File: src/hw/ifb_pkg.sv
package ifb_pkg;

    // System clock rate (CPU clock)
    localparam int          CLK_SYS_MHZ    = 250;
    localparam int          CLK_SYS_NS     = 1000 / CLK_SYS_MHZ;

    // Reset-time clock selection codes
    localparam logic [1:0]  SEL_EXT        = 2'h0;
    localparam logic [1:0]  SEL_CPU4       = 2'h1;
    localparam logic [1:0]  SEL_CPU6       = 2'h2;
    localparam logic [1:0]  SEL_RSVD       = 2'h3;

    // CPU clock division ratios
    localparam logic [2:0]  CPU_DIV4       = 3'h4;
    localparam logic [2:0]  CPU_DIV6       = 3'h6;

    // Second output clock division codes
    localparam logic [1:0]  DIV_BY1        = 2'h0;
    localparam logic [1:0]  DIV_BY2        = 2'h1;
    localparam logic [1:0]  DIV_BY4        = 2'h2;

    // Memory type per chip-enable space
    localparam logic [1:0]  MEM_ASYNC      = 2'h0;
    localparam logic [1:0]  MEM_SDRAM      = 2'h1;
    localparam logic [1:0]  MEM_SYNC       = 2'h2;

    // Register byte offsets
    localparam logic [7:0]  REG_CTRL       = 8'h00;
    localparam logic [7:0]  REG_SPACE      = 8'h04;
    localparam logic [7:0]  REG_TIMING     = 8'h08;
    localparam logic [7:0]  REG_STATUS     = 8'h0C;

    // Field positions
    localparam int          CTRL_DIV_LSB   = 0;
    localparam int          SPACE_FLD_W    = 4;
    localparam int          SPACE_TYPE_LSB = 0;
    localparam int          SPACE_RES_BIT  = 2;
    localparam int          TIM_STB_LSB    = 0;
    localparam int          STAT_SEL_LSB   = 0;
    localparam int          STAT_STRAP_BIT = 2;
    localparam int          STAT_HOLD_BIT  = 3;
    localparam int          STAT_BUSY_BIT  = 4;
    localparam int          STAT_ERR_BIT   = 5;

    // Reset values
    localparam logic [1:0]  CTRL_RST       = 2'h0;
    localparam logic [15:0] SPACE_RST      = 16'h0000;
    localparam logic [3:0]  STROBE_RST     = 4'h2;

    // Word-address region that holds the four spaces
    localparam logic [3:0]  SPACE_REGION   = 4'h8;

    // Cycles after reset before the straps are taken
    localparam logic [1:0]  STRAP_SETTLE   = 2'h3;

    typedef enum logic [5:0]
    {
        ST_IDLE   = 6'h01,
        ST_SETUP  = 6'h02,
        ST_STROBE = 6'h04,
        ST_WAIT   = 6'h08,
        ST_FINISH = 6'h10,
        ST_HOLD   = 6'h20
    } state_e;

endpackage

File: src/hw/cpu_clk_div.sv
module cpu_clk_div
    import ifb_pkg::*;
#(
    parameter int CNT_W = 3
)
(
    input  wire logic             clk_sys,
    input  wire logic             rst,
    input  wire logic [CNT_W-1:0] div_n,
    output logic                  lvl
);

    generate
        if (CNT_W < 3)
        begin : g_chk
            $error("cpu_clk_div needs at least three counter bits");
        end
    endgenerate

    typedef struct packed
    {
        logic [CNT_W-1:0] cnt;
        logic             lvl;
    } div_s;

    div_s s;
    div_s next_s;

    // Wrap the counter at div_n, high for the first half of the period
    always_comb
    begin
        next_s = s;
        if (s.cnt >= CNT_W'(div_n - 1'b1))
        begin
            next_s.cnt = '0;
        end
        else
        begin
            next_s.cnt = CNT_W'(s.cnt + 1'b1);
        end
        next_s.lvl = (next_s.cnt < (div_n >> 1));
    end

    always_ff @(posedge clk_sys or posedge rst)
    begin
        if (rst)
        begin
            s <= '0;
        end
        else
        begin
            s <= next_s;
        end
    end

    assign lvl = s.lvl;

endmodule

File: src/hw/ifb_pin_ctrl.sv
// Strobed register access and the register offsets were chosen for this implementation.
module ifb_pin_ctrl
    import ifb_pkg::*;
(
    input  wire logic        clk_sys,
    input  wire logic        rst,
    input  wire logic [7:0]  reg_addr,
    input  wire logic [31:0] reg_wdata,
    input  wire logic        reg_wr,
    input  wire logic        reg_rd,
    output logic      [31:0] reg_rdata,
    input  wire logic        req_valid,
    input  wire logic        req_write,
    input  wire logic [31:0] req_addr,
    input  wire logic [1:0]  req_be,
    input  wire logic        req_pdt,
    output logic             req_busy,
    output logic             req_done,
    output logic             req_err,
    input  wire logic        ifb_ext_clk_in,
    input  wire logic [1:0]  ifb_clk_sel_straps,
    input  wire logic        async_ready_in,
    input  wire logic        hold_req_in_n,
    output logic             ifb_clk_out_full,
    output logic             ifb_clk_out_div,
    output logic      [3:0]  chip_en_n,
    output logic             shared_rd_strobe_n,
    output logic             shared_oe_ras_pin_n,
    output logic             shared_write_en_pin_n,
    output logic             fifo_space3_oe_n,
    output logic      [1:0]  byte_write_en_n,
    output logic             periph_direct_xfer_n,
    output logic             hold_ack_out_n,
    output logic             bus_req_out,
    output logic             pin_drive_en
);

    typedef struct packed
    {
        state_e      st;
        logic [2:0]  ext_sync;
        logic [1:0]  strap_a;
        logic [1:0]  strap_b;
        logic [1:0]  strap_c;
        logic [2:0]  rdy_sync;
        logic [2:0]  hold_sync;
        logic        ext_lvl;
        logic        rdy_lvl;
        logic        hold_act;
        logic [1:0]  settle;
        logic        strap_done;
        logic [1:0]  clk_sel;
        logic        lvl_d;
        logic [1:0]  div_cnt;
        logic        clk_full;
        logic        clk_div;
        logic [1:0]  ctrl_div;
        logic [15:0] space_cfg;
        logic [3:0]  strobe_len;
        logic        err_sticky;
        logic        a_write;
        logic [1:0]  a_space;
        logic [1:0]  a_type;
        logic        a_res;
        logic [1:0]  a_be;
        logic        a_pdt;
        logic [3:0]  tcnt;
        logic        busy;
        logic        done;
        logic        err;
        logic [3:0]  ce_n;
        logic        rd_n;
        logic        oe_n;
        logic        we_n;
        logic        fifo_oe_n;
        logic [1:0]  be_n;
        logic        pdt_n;
        logic        hack_n;
        logic        breq;
        logic        drive;
        logic [31:0] rdata;
    } state_s;

    state_s     s;
    state_s     next_s;
    logic       cpu_lvl;
    logic [2:0] cpu_div;

    // Decode word-address bits 31:26 into {hit, space}
    function automatic logic [2:0] space_decode(input logic [31:0] addr);
        space_decode = {addr[31:28] == SPACE_REGION, addr[27:26]};
    endfunction

    // Pick the 4-bit configuration field of one space
    function automatic logic [3:0] space_field(input logic [15:0] cfg, input logic [1:0] sp);
        space_field = cfg[sp * SPACE_FLD_W +: SPACE_FLD_W];
    endfunction

    // CPU-derived interface clock; ratio follows the latched strap choice
    assign cpu_div = (s.clk_sel == SEL_CPU6) ? CPU_DIV6 : CPU_DIV4;

    cpu_clk_div #(
        .CNT_W (3)
    ) u_cpu_div (
        .clk_sys (clk_sys),
        .rst     (rst),
        .div_n   (cpu_div),
        .lvl     (cpu_lvl)
    );

    // Next-state logic: synchronisers, clocks, registers, access sequencer, pins
    always_comb
    begin
        logic       ifb_lvl;
        logic       tick;
        logic [2:0] dec;
        logic [3:0] fld;
        logic       act;
        logic       stb;
        logic       rd;

        next_s      = s;
        ifb_lvl     = 1'b0;
        tick        = 1'b0;
        dec         = 3'h0;
        fld         = 4'h0;
        act         = 1'b0;
        stb         = 1'b0;
        rd          = 1'b0;
        next_s.done = 1'b0;
        next_s.err  = 1'b0;
        next_s.rdata = 32'h0000_0000;

        // Pin inputs: three stages, a change counts once stages two and three agree
        next_s.ext_sync  = {s.ext_sync[1:0], ifb_ext_clk_in};
        next_s.rdy_sync  = {s.rdy_sync[1:0], async_ready_in};
        next_s.hold_sync = {s.hold_sync[1:0], ~hold_req_in_n};
        next_s.strap_a   = ifb_clk_sel_straps;
        next_s.strap_b   = s.strap_a;
        next_s.strap_c   = s.strap_b;
        if (s.ext_sync[1] == s.ext_sync[2])
        begin
            next_s.ext_lvl = s.ext_sync[2];
        end
        if (s.rdy_sync[1] == s.rdy_sync[2])
        begin
            next_s.rdy_lvl = s.rdy_sync[2];
        end
        if (s.hold_sync[1] == s.hold_sync[2])
        begin
            next_s.hold_act = s.hold_sync[2];
        end

        // Straps are taken once, after a short settle following reset release
        if (s.settle != STRAP_SETTLE)
        begin
            next_s.settle = 2'(s.settle + 2'h1);
        end
        else if (!s.strap_done && (s.strap_b == s.strap_c))
        begin
            next_s.strap_done = 1'b1;
            next_s.clk_sel    = s.strap_c;
        end

        // Interface clock level; reserved code falls back to the external clock
        if ((s.clk_sel == SEL_CPU4) || (s.clk_sel == SEL_CPU6))
        begin
            ifb_lvl = cpu_lvl;
        end
        else
        begin
            ifb_lvl = s.ext_lvl;
        end
        next_s.lvl_d    = ifb_lvl;
        tick            = ifb_lvl & ~s.lvl_d;
        next_s.clk_full = ifb_lvl;

        // Second output clock: toggling on interface edges halves, every other quarters
        if (s.ctrl_div == DIV_BY2)
        begin
            if (tick)
            begin
                next_s.clk_div = ~s.clk_div;
            end
        end
        else if (s.ctrl_div == DIV_BY4)
        begin
            if (tick)
            begin
                next_s.div_cnt = 2'(s.div_cnt + 2'h1);
                if (s.div_cnt[0])
                begin
                    next_s.clk_div = ~s.clk_div;
                end
            end
        end
        else
        begin
            next_s.clk_div = ifb_lvl;
        end

        // Register writes
        if (reg_wr)
        begin
            if (reg_addr == REG_CTRL)
            begin
                next_s.ctrl_div = reg_wdata[CTRL_DIV_LSB +: 2];
            end
            else if (reg_addr == REG_SPACE)
            begin
                next_s.space_cfg = reg_wdata[15:0];
            end
            else if (reg_addr == REG_TIMING)
            begin
                next_s.strobe_len = reg_wdata[TIM_STB_LSB +: 4];
            end
            else if ((reg_addr == REG_STATUS) && reg_wdata[STAT_ERR_BIT])
            begin
                next_s.err_sticky = 1'b0;
            end
        end

        // Register reads, data valid in the following cycle only
        if (reg_rd)
        begin
            if (reg_addr == REG_CTRL)
            begin
                next_s.rdata[CTRL_DIV_LSB +: 2] = s.ctrl_div;
            end
            else if (reg_addr == REG_SPACE)
            begin
                next_s.rdata[15:0] = s.space_cfg;
            end
            else if (reg_addr == REG_TIMING)
            begin
                next_s.rdata[TIM_STB_LSB +: 4] = s.strobe_len;
            end
            else if (reg_addr == REG_STATUS)
            begin
                next_s.rdata[STAT_SEL_LSB +: 2] = s.clk_sel;
                next_s.rdata[STAT_STRAP_BIT]    = s.strap_done;
                next_s.rdata[STAT_HOLD_BIT]     = (s.st == ST_HOLD);
                next_s.rdata[STAT_BUSY_BIT]     = s.busy;
                next_s.rdata[STAT_ERR_BIT]      = s.err_sticky;
            end
        end

        // Access sequencer; setup, strobe, wait and finish advance on interface clock edges only
        case (s.st)
            ST_IDLE:
            begin
                if (s.hold_act)
                begin
                    next_s.st = ST_HOLD;
                end
                else if (req_valid && s.strap_done)
                begin
                    dec = space_decode(req_addr);
                    fld = space_field(s.space_cfg, dec[1:0]);
                    if (!dec[2])
                    begin
                        next_s.done       = 1'b1;
                        next_s.err        = 1'b1;
                        next_s.err_sticky = 1'b1; // Set wins over a same-cycle clear
                    end
                    else
                    begin
                        next_s.st      = ST_SETUP;
                        next_s.busy    = 1'b1;
                        next_s.a_write = req_write;
                        next_s.a_space = dec[1:0];
                        next_s.a_type  = fld[SPACE_TYPE_LSB +: 2];
                        next_s.a_res   = fld[SPACE_RES_BIT];
                        next_s.a_be    = req_be;
                        next_s.a_pdt   = req_pdt;
                    end
                end
            end
            ST_SETUP:
            begin
                if (tick)
                begin
                    next_s.st   = ST_STROBE;
                    next_s.tcnt = (s.strobe_len == 4'h0) ? 4'h1 : s.strobe_len;
                end
            end
            ST_STROBE:
            begin
                if (tick)
                begin
                    if (s.tcnt > 4'h1)
                    begin
                        next_s.tcnt = 4'(s.tcnt - 4'h1);
                    end
                    else if ((s.a_type == MEM_ASYNC) && !s.rdy_lvl)
                    begin
                        next_s.st = ST_WAIT;
                    end
                    else
                    begin
                        next_s.st = ST_FINISH;
                    end
                end
            end
            ST_WAIT:
            begin
                if (tick && s.rdy_lvl)
                begin
                    next_s.st = ST_FINISH;
                end
            end
            ST_FINISH:
            begin
                if (tick)
                begin
                    next_s.st   = ST_IDLE;
                    next_s.busy = 1'b0;
                    next_s.done = 1'b1;
                end
            end
            ST_HOLD:
            begin
                if (!s.hold_act)
                begin
                    next_s.st = ST_IDLE;
                end
            end
            default:
            begin
                next_s.st = ST_IDLE;
            end
        endcase

        // Pin values follow the next state so every pin comes from a flip-flop
        act = (next_s.st == ST_SETUP) || (next_s.st == ST_STROBE)
            || (next_s.st == ST_WAIT) || (next_s.st == ST_FINISH);
        stb = (next_s.st == ST_STROBE) || (next_s.st == ST_WAIT);
        rd  = ~next_s.a_write;
        next_s.ce_n = act ? ~(4'h1 << next_s.a_space) : 4'hF;
        case (next_s.a_type)
            MEM_SDRAM:
            begin
                next_s.rd_n = ~stb;
                next_s.oe_n = ~(next_s.st == ST_SETUP);
            end
            MEM_SYNC:
            begin
                if (!next_s.a_res)
                begin
                    next_s.rd_n = ~(next_s.st == ST_SETUP);
                end
                else
                begin
                    next_s.rd_n = ~(stb & rd);
                end
                next_s.oe_n = ~(stb & rd);
            end
            default:
            begin
                next_s.rd_n = ~(stb & rd);
                next_s.oe_n = ~(stb & rd);
            end
        endcase
        next_s.we_n      = ~(stb & next_s.a_write);
        next_s.fifo_oe_n = ~(stb & rd & (next_s.a_space == 2'h3)
                           & (next_s.a_type == MEM_SYNC));
        next_s.be_n      = act ? (next_s.a_write ? ~next_s.a_be : 2'h0) : 2'h3;
        next_s.pdt_n     = ~(act & next_s.a_pdt);
        next_s.hack_n    = ~(next_s.st == ST_HOLD);
        next_s.drive     = (next_s.st != ST_HOLD);
        next_s.breq      = (next_s.st == ST_HOLD) & req_valid;
    end

    // State register; active-low pins idle high and pins drive from reset
    always_ff @(posedge clk_sys or posedge rst)
    begin
        if (rst)
        begin
            s            <= '0;
            s.st         <= ST_IDLE;
            s.clk_sel    <= SEL_EXT;
            s.ctrl_div   <= CTRL_RST;
            s.space_cfg  <= SPACE_RST;
            s.strobe_len <= STROBE_RST;
            s.ce_n       <= 4'hF;
            s.rd_n       <= 1'b1;
            s.oe_n       <= 1'b1;
            s.we_n       <= 1'b1;
            s.fifo_oe_n  <= 1'b1;
            s.be_n       <= 2'h3;
            s.pdt_n      <= 1'b1;
            s.hack_n     <= 1'b1;
            s.drive      <= 1'b1;
        end
        else
        begin
            s <= next_s;
        end
    end

    assign reg_rdata             = s.rdata;
    assign req_busy              = s.busy;
    assign req_done              = s.done;
    assign req_err               = s.err;
    assign ifb_clk_out_full      = s.clk_full;
    assign ifb_clk_out_div       = s.clk_div;
    assign chip_en_n             = s.ce_n;
    assign shared_rd_strobe_n    = s.rd_n;
    assign shared_oe_ras_pin_n   = s.oe_n;
    assign shared_write_en_pin_n = s.we_n;
    assign fifo_space3_oe_n      = s.fifo_oe_n;
    assign byte_write_en_n       = s.be_n;
    assign periph_direct_xfer_n  = s.pdt_n;
    assign hold_ack_out_n        = s.hack_n;
    assign bus_req_out           = s.breq;
    assign pin_drive_en          = s.drive;
endmodule

File: config.mk
export PLATFORM = sky130hd
export DESIGN_NAME = ifb_pin_ctrl
export DESIGN_NICKNAME = d
export VERILOG_FILES = /design/src/hw/ifb_pkg.sv /design/src/hw/cpu_clk_div.sv /design/src/hw/ifb_pin_ctrl.sv
export SDC_FILE = /design/constraint.sdc
export NUM_CORES = 1
export LEC_CHECK = 0
export BUFFER_PORTS_ARGS = -buffer_cell sky130_fd_sc_hd__buf_2
export CORE_AREA = 2 2 112 114
export DETAILED_ROUTE_END_ITERATION = 8
export DIE_AREA = 0 0 114 116
export SYNTH_ARGS = -nofsm -noshare
export SYNTH_HDL_FRONTEND = slang
export SYNTH_SLANG_ARGS = --single-unit
File: constraint.sdc
create_clock -name clk_sys -period 4.4 [get_ports clk_sys]
set_input_delay 0.88 -clock clk_sys [delete_from_list [all_inputs] [get_ports clk_sys]]
set_output_delay 0.88 -clock clk_sys [all_outputs]
set_load 0.03 [all_outputs]
* After elaboration in Yosys (flattened, before gate mapping) *
Cells that the tools add are included.

word-level totals
  register bits = 106
  logic and storage cells = 194
  output and inout bits = 51
  input bits = 86

cells by class
  bitwise operators = 24
  multiplexer cells = 54
  shift operators = 2
  equal/unequal tests = 38
  reductions and logical operators = 25
  add/sub/neg operators = 5
  order comparisons = 3

operator list
  operator                                        count
  2-to-1 mux 6 bit                                11
  2-to-1 mux 10 bit                               4
  one-hot mux 6 bit (6 select lines)              1
  2-to-1 mux 4 bit                                6
  != test 2 bit (second input constant)           10
  == test 8 x 4 -> 1 bit (second input constant)  2
  2-to-1 mux 16 bit                               1
  indexed part select 16 x 5 -> 3 bit             1
  2-to-1 mux 1 bit                                15
  inverter 1 bit                                  15
  2-to-1 mux 14 bit                               1
  2-to-1 mux 2 bit                                7
  == test 6 x 2 -> 1 bit (second input constant)  2
  == test 6 x 3 -> 1 bit (second input constant)  2
  == test 6 x 4 -> 1 bit (second input constant)  2
  == test 6 x 5 -> 1 bit (second input constant)  2
  == test 6 bit (second input constant)           2
  2-to-1 mux 3 bit                                3
  2-to-1 mux 9 bit                                1
  AND reduction 3 bit                             3
  == test 2 bit (second input constant)           4
  == test 8 x 3 -> 1 bit (second input constant)  1
  zero test 8 bit                                 1
  one-hot mux 2 bit (2 select lines)              2
  29 further kinds                                52

* Longest topological paths before layout *
  depth in word-level cells = 16
  depth in mapped cells = 11
  mapped depth without buffers = 9

* By module *
A second synthesis with hierarchy kept.

unflattened totals
  cell total of the unflattened synthesis = 389
  area total of the unflattened synthesis = 4787.1 um2

modules (own cells, without submodules)
  module        cells each  instances  seq. area each (um2)  area an instance (um2)
  ifb_pin_ctrl  363         1          2519.9                4500.6
  cpu_clk_div   26          1          100.1                 286.5

* Worst setup path before layout *
Ideal clock, no wire load.

  path kind = in2reg
  from = input req_addr[29]
  to = register s (netlist bit shared_rd_strobe_n)
  arrival time = 2751 ps
  data required time = 4318 ps
  buffers on the path = 1
  stages on the path = 9
  library setup time = 82 ps
  slack = 1566 ps
  cell sequence = nor4b_1 nand4_1 buf_2 mux2i_1 inv_1 ha_1 o21bai_1 a22oi_1 o21ai_1

RTL lines
  item                  RTL line             RTL
  start, declared       ifb_pin_ctrl.sv:14   input wire logic [31:0] req_addr,
  end signal, assigned  ifb_pin_ctrl.sv:397  s <= next_s;
  end, declared         ifb_pin_ctrl.sv:84   state_s s;

* Final worst setup path *
  from = input reg_addr[7]
  to = register s[70] (netlist name)

on the way
  cells in the longest elaborated chain, start to end = 3
  elaborated cells on any way between the ends = 4
  those cells by class = 1 x eq/ne; 1 x bitwise; 2 x reduce/logical

ends and longest elaborated chain
  item                                    RTL line             RTL
  start, declared                         ifb_pin_ctrl.sv:7    input wire logic [7:0] reg_addr,
  zero test 8 bit                         ifb_pin_ctrl.sv:205  if (reg_addr == REG_CTRL)
  inverter 1 bit (no source line)         -
  AND reduction 3 bit (no source line) *  -

Mark *: on every way between the ends. The rest lies on a longest branch, timed or not.
A chain may end at the register's enable or synchronous reset.

==> results by group <==
Floorplan
  • Initial Utilization: about two fifths
  • Die H: 116 um
  • Row cnt: 40
  • Core box area: roughly 12000 um^2
  • I/O pin count: ~140
  • Chip width: between 100 and 150 um
  • Die Footprint: 13200 um^2

STA
  • Setup TNS: 0 ns
  • Tmin final: 2.88 ns
  • Setup violators final: 0
  • Final Max Tran Viols: 0
  • Unrepaired setup endpoints after global routing: false
  • Skew final: ~0.007 ns
  • Worst-Margin Slew: roughly 0.9 ns
  • Slew Limit Headroom: about two fifths
  • Final Cycle Share: between 60 and 70%
  • Final hold violation count: 0
  • Fmax: between 0.3 and 0.4 GHz

Synthesis
  • Cell with the most instances after synthesis: dfrtp_1
  • Post-synthesis area per instance: between 10 and 15 um^2
  • Async set-or-reset flop fraction in the synthesized netlist: 100%
  • Syn Inst Count: slightly below 400
  • Synth cell types: 56
  • Register area share after synthesis: between 50% and 60%
  • Commonest cells in the netlist: dfrtp_1, buf_4, mux2_2
  • Register bit total from synthesis: 104
  • Post-synth EDFFs: 0
  • Area share of the largest cell type after synthesis: between 40% and 50%
  • Mapped cell area: ~4700 um^2
  • Ys Warns: 0
  • Synth Flop Type: dfrtp_1
  • Largest cells by area after synthesis: dfrtp_1, dfstp_2, mux2_2
  • Leading area contributor after synthesis: dfrtp_1

Setup path
  • Critical path startpoint: reg_addr[7]
  • Crit path capture: s[70]
  • Reg2Reg Depth: 8
  • Critical R2R Capture: byte_write_en_n[1]
  • CP max FO: 16
  • Crit. End Element: flop
  • Arrival @ worst endpoint: approximately 3.1 ns
  • Required @ worst endpoint: around 4.6 ns
  • CP Launch Type: input pin
  • Critical path type: input pin to flop
  • R2R setup slack: 1.70 ns
  • FF-to-FF Start: s[90]

Clocking
  • CTS buffer count: 9
  • Sink Count: about 100
  • CTS Hold Bufs: 0
  • Clock transition at path regs: approximately 0.060 ns
  • Clock Latency Late Sink: between 0.3 and 0.4 ns
  • CTS tree: built
  • Htree depth: 3
  • CTS Root Cell: clkbuf_16
  • Post-CTS sizing: 0
  • Max Root-Sink Buffers: 2
  • Setup Fix Bufs, Post-CTS: 0

Layout
  • NumNets Final: about 550
  • Share of cells above drive strength 1: 34.0%
  • Storage element area: between 2000 and 3000 um^2
  • Multi-input logic area: roughly 1700 um^2
  • ANT cells: 0
  • Post-route cell area: about 5300 um^2
  • Area delta synth->final: 12.9%
  • Fin cells: ~600
  • Fillers: about 1100

Detailed routing
  • Routed wire length per instance: 14.9 um
  • WL final: 9010 um
  • DRC viols: 0
  • Detailed-route via count: just over 3000
  • Post-route ant nets: 0
  • Detail-routed via count per cell: 5.02
  • Starting DRT DRC Count: roughly 130
  • 1st-pass router iterations: 4

Global routing
  • Largest net degree at the start of global routing: between 70 and 80
  • Number of global-route vias before repair: 3079
  • GR Overflow Total: 0
  • Global-route wire length before repair: approximately 15000 um
  • Initial antenna violation count: 0
  • GRT Util Overall: 14.6%

Power and ir drop
  • Total power per unit cell area: around 460 nW/um^2
  • IR drop worst, VDD: 175 uV
  • Cell leakage power: 2.64 nW

Run status
  • Status: finished clean

Place
  • Final GP Congestion: just over 0.8
  • Dpl cell area: between 5000 and 6000 um^2
  • DP HPWL: between 6000 and 7000 um
  • PortBufs: between 70 and 80
  • Placed insts: 587

Flow run
  • Max-cap viol count: 0

Hold path
  • Hold Path Class: flop to flop
==> cell type report <==
cell class                 instances  area share, %
multi-input combinational        234           32.5
timing repair buffer              81           7.76
clock inverter                     3          0.799
tap                              147           3.46
inverter                          21           1.53
clock buffer                      13           4.70
sequential                       104           49.2
==> through the flow <==
step                utilization, %  total power, mW  hold WS, ns  worst slack (ns)
floorplan                        -             1.55        0.331             0.811
global placement              42.2             1.66        0.334              1.18
detailed placement            42.2             1.69        0.338              1.16
CTS                           44.7             2.48        0.353              1.52
global route                  44.7             2.59        0.365              1.31
finish                        44.7             2.45        0.350              1.52
==> cells in the final DEF, fill, tap and decap left out, drive strengths merged, types with 4 or more instances in the layout <==
| cell type | instances |
|---|---|
| dfrtp | 90 |
| buf | 81 |
| mux2 | 31 |
| nor2 | 25 |
| inv | 21 |
| o21ai | 20 |
| conb | 16 |
| nand2 | 15 |
| and2 | 14 |
| dfstp | 14 |
| clkbuf | 13 |
| a21oi | 10 |
| ha | 9 |
| nand3 | 8 |
| mux2i | 8 |
| nor3 | 8 |
| nand3b | 5 |
| xor2 | 5 |
| mux4 | 5 |
| and3 | 4 |
| nand4b | 4 |
==> state kept, by name (all words and copies together) (netlist names) <==
signal / count
s: 56
reg_rdata: 16
next_s: 10
chip_en_n: 4
u_cpu_div.s: 3
byte_write_en_n: 2
bus_req_out: 1
fifo_space3_oe_n: 1
ifb_clk_out_div: 1
ifb_clk_out_full: 1
periph_direct_xfer_n: 1
pin_drive_en: 1
req_busy: 1
req_done: 1
req_err: 1
shared_oe_ras_pin_n: 1
shared_rd_strobe_n: 1
shared_write_en_pin_n: 1
u_cpu_div.lvl: 1
==> logic make-up (layout without fill, tap and decap cells) <==
group / after synthesis / in the layout / share of synthesized area (%)
AO/OA/AOI/OAI: 51 / 51 / 7.11
buffers and inverters: 68 / 118 / 8.91
adder cells (fa/ha/maj): 12 / 12 / 3.02
multiplexers: 44 / 44 / 11.5
flip-flops: 104 / 104 / 55.6
AND/OR/NAND/NOR: 104 / 104 / 12.5
XOR/XNOR: 7 / 7 / 1.30
other: 1 / 16 / 0.0795
==> worst min path at each step <==
stage                startpoint          end  slack, ns  cells after the start
CTS                 next_s[111]  next_s[112]       0.35                      0
floorplan            next_s[99]  next_s[100]       0.33                      0
global placement    next_s[106]  next_s[104]       0.33                      0
detailed placement  next_s[111]  next_s[112]       0.34                      0
finish              next_s[111]  next_s[112]       0.35                      0
global route        next_s[107]  next_s[105]       0.36                      0
==> power by group <==
group | switching [mW] | total [mW] | internal, mW
Combinational | 0.308 | 0.507 | 0.199
Clock | 0.333 | 0.789 | 0.456
Sequential | 0.0875 | 1.16 | 1.07
==> worst max-delay path, cell delays in order <==
cell and delay (ns):
buf_2 0.09, or4_1 0.53, nor3_2 0.27, nand3_1 0.20
nor2_2 0.71, mux2_2 0.42
==> layer usage <==
| metal | up-vias | wire length [um] | GRT usage [%] |
|---|---|---|---|
| met5 | - | 0 | 0 |
| met1 | 1511 | 3760 | 17.7 |
| met3 | 20 | 519 | 3.87 |
| met4 | 0 | 203 | 7.24 |
| met2 | 73 | 4520 | 24.2 |
| li1 | 1421 | - | - |
(Power assumes the default switching activity.)
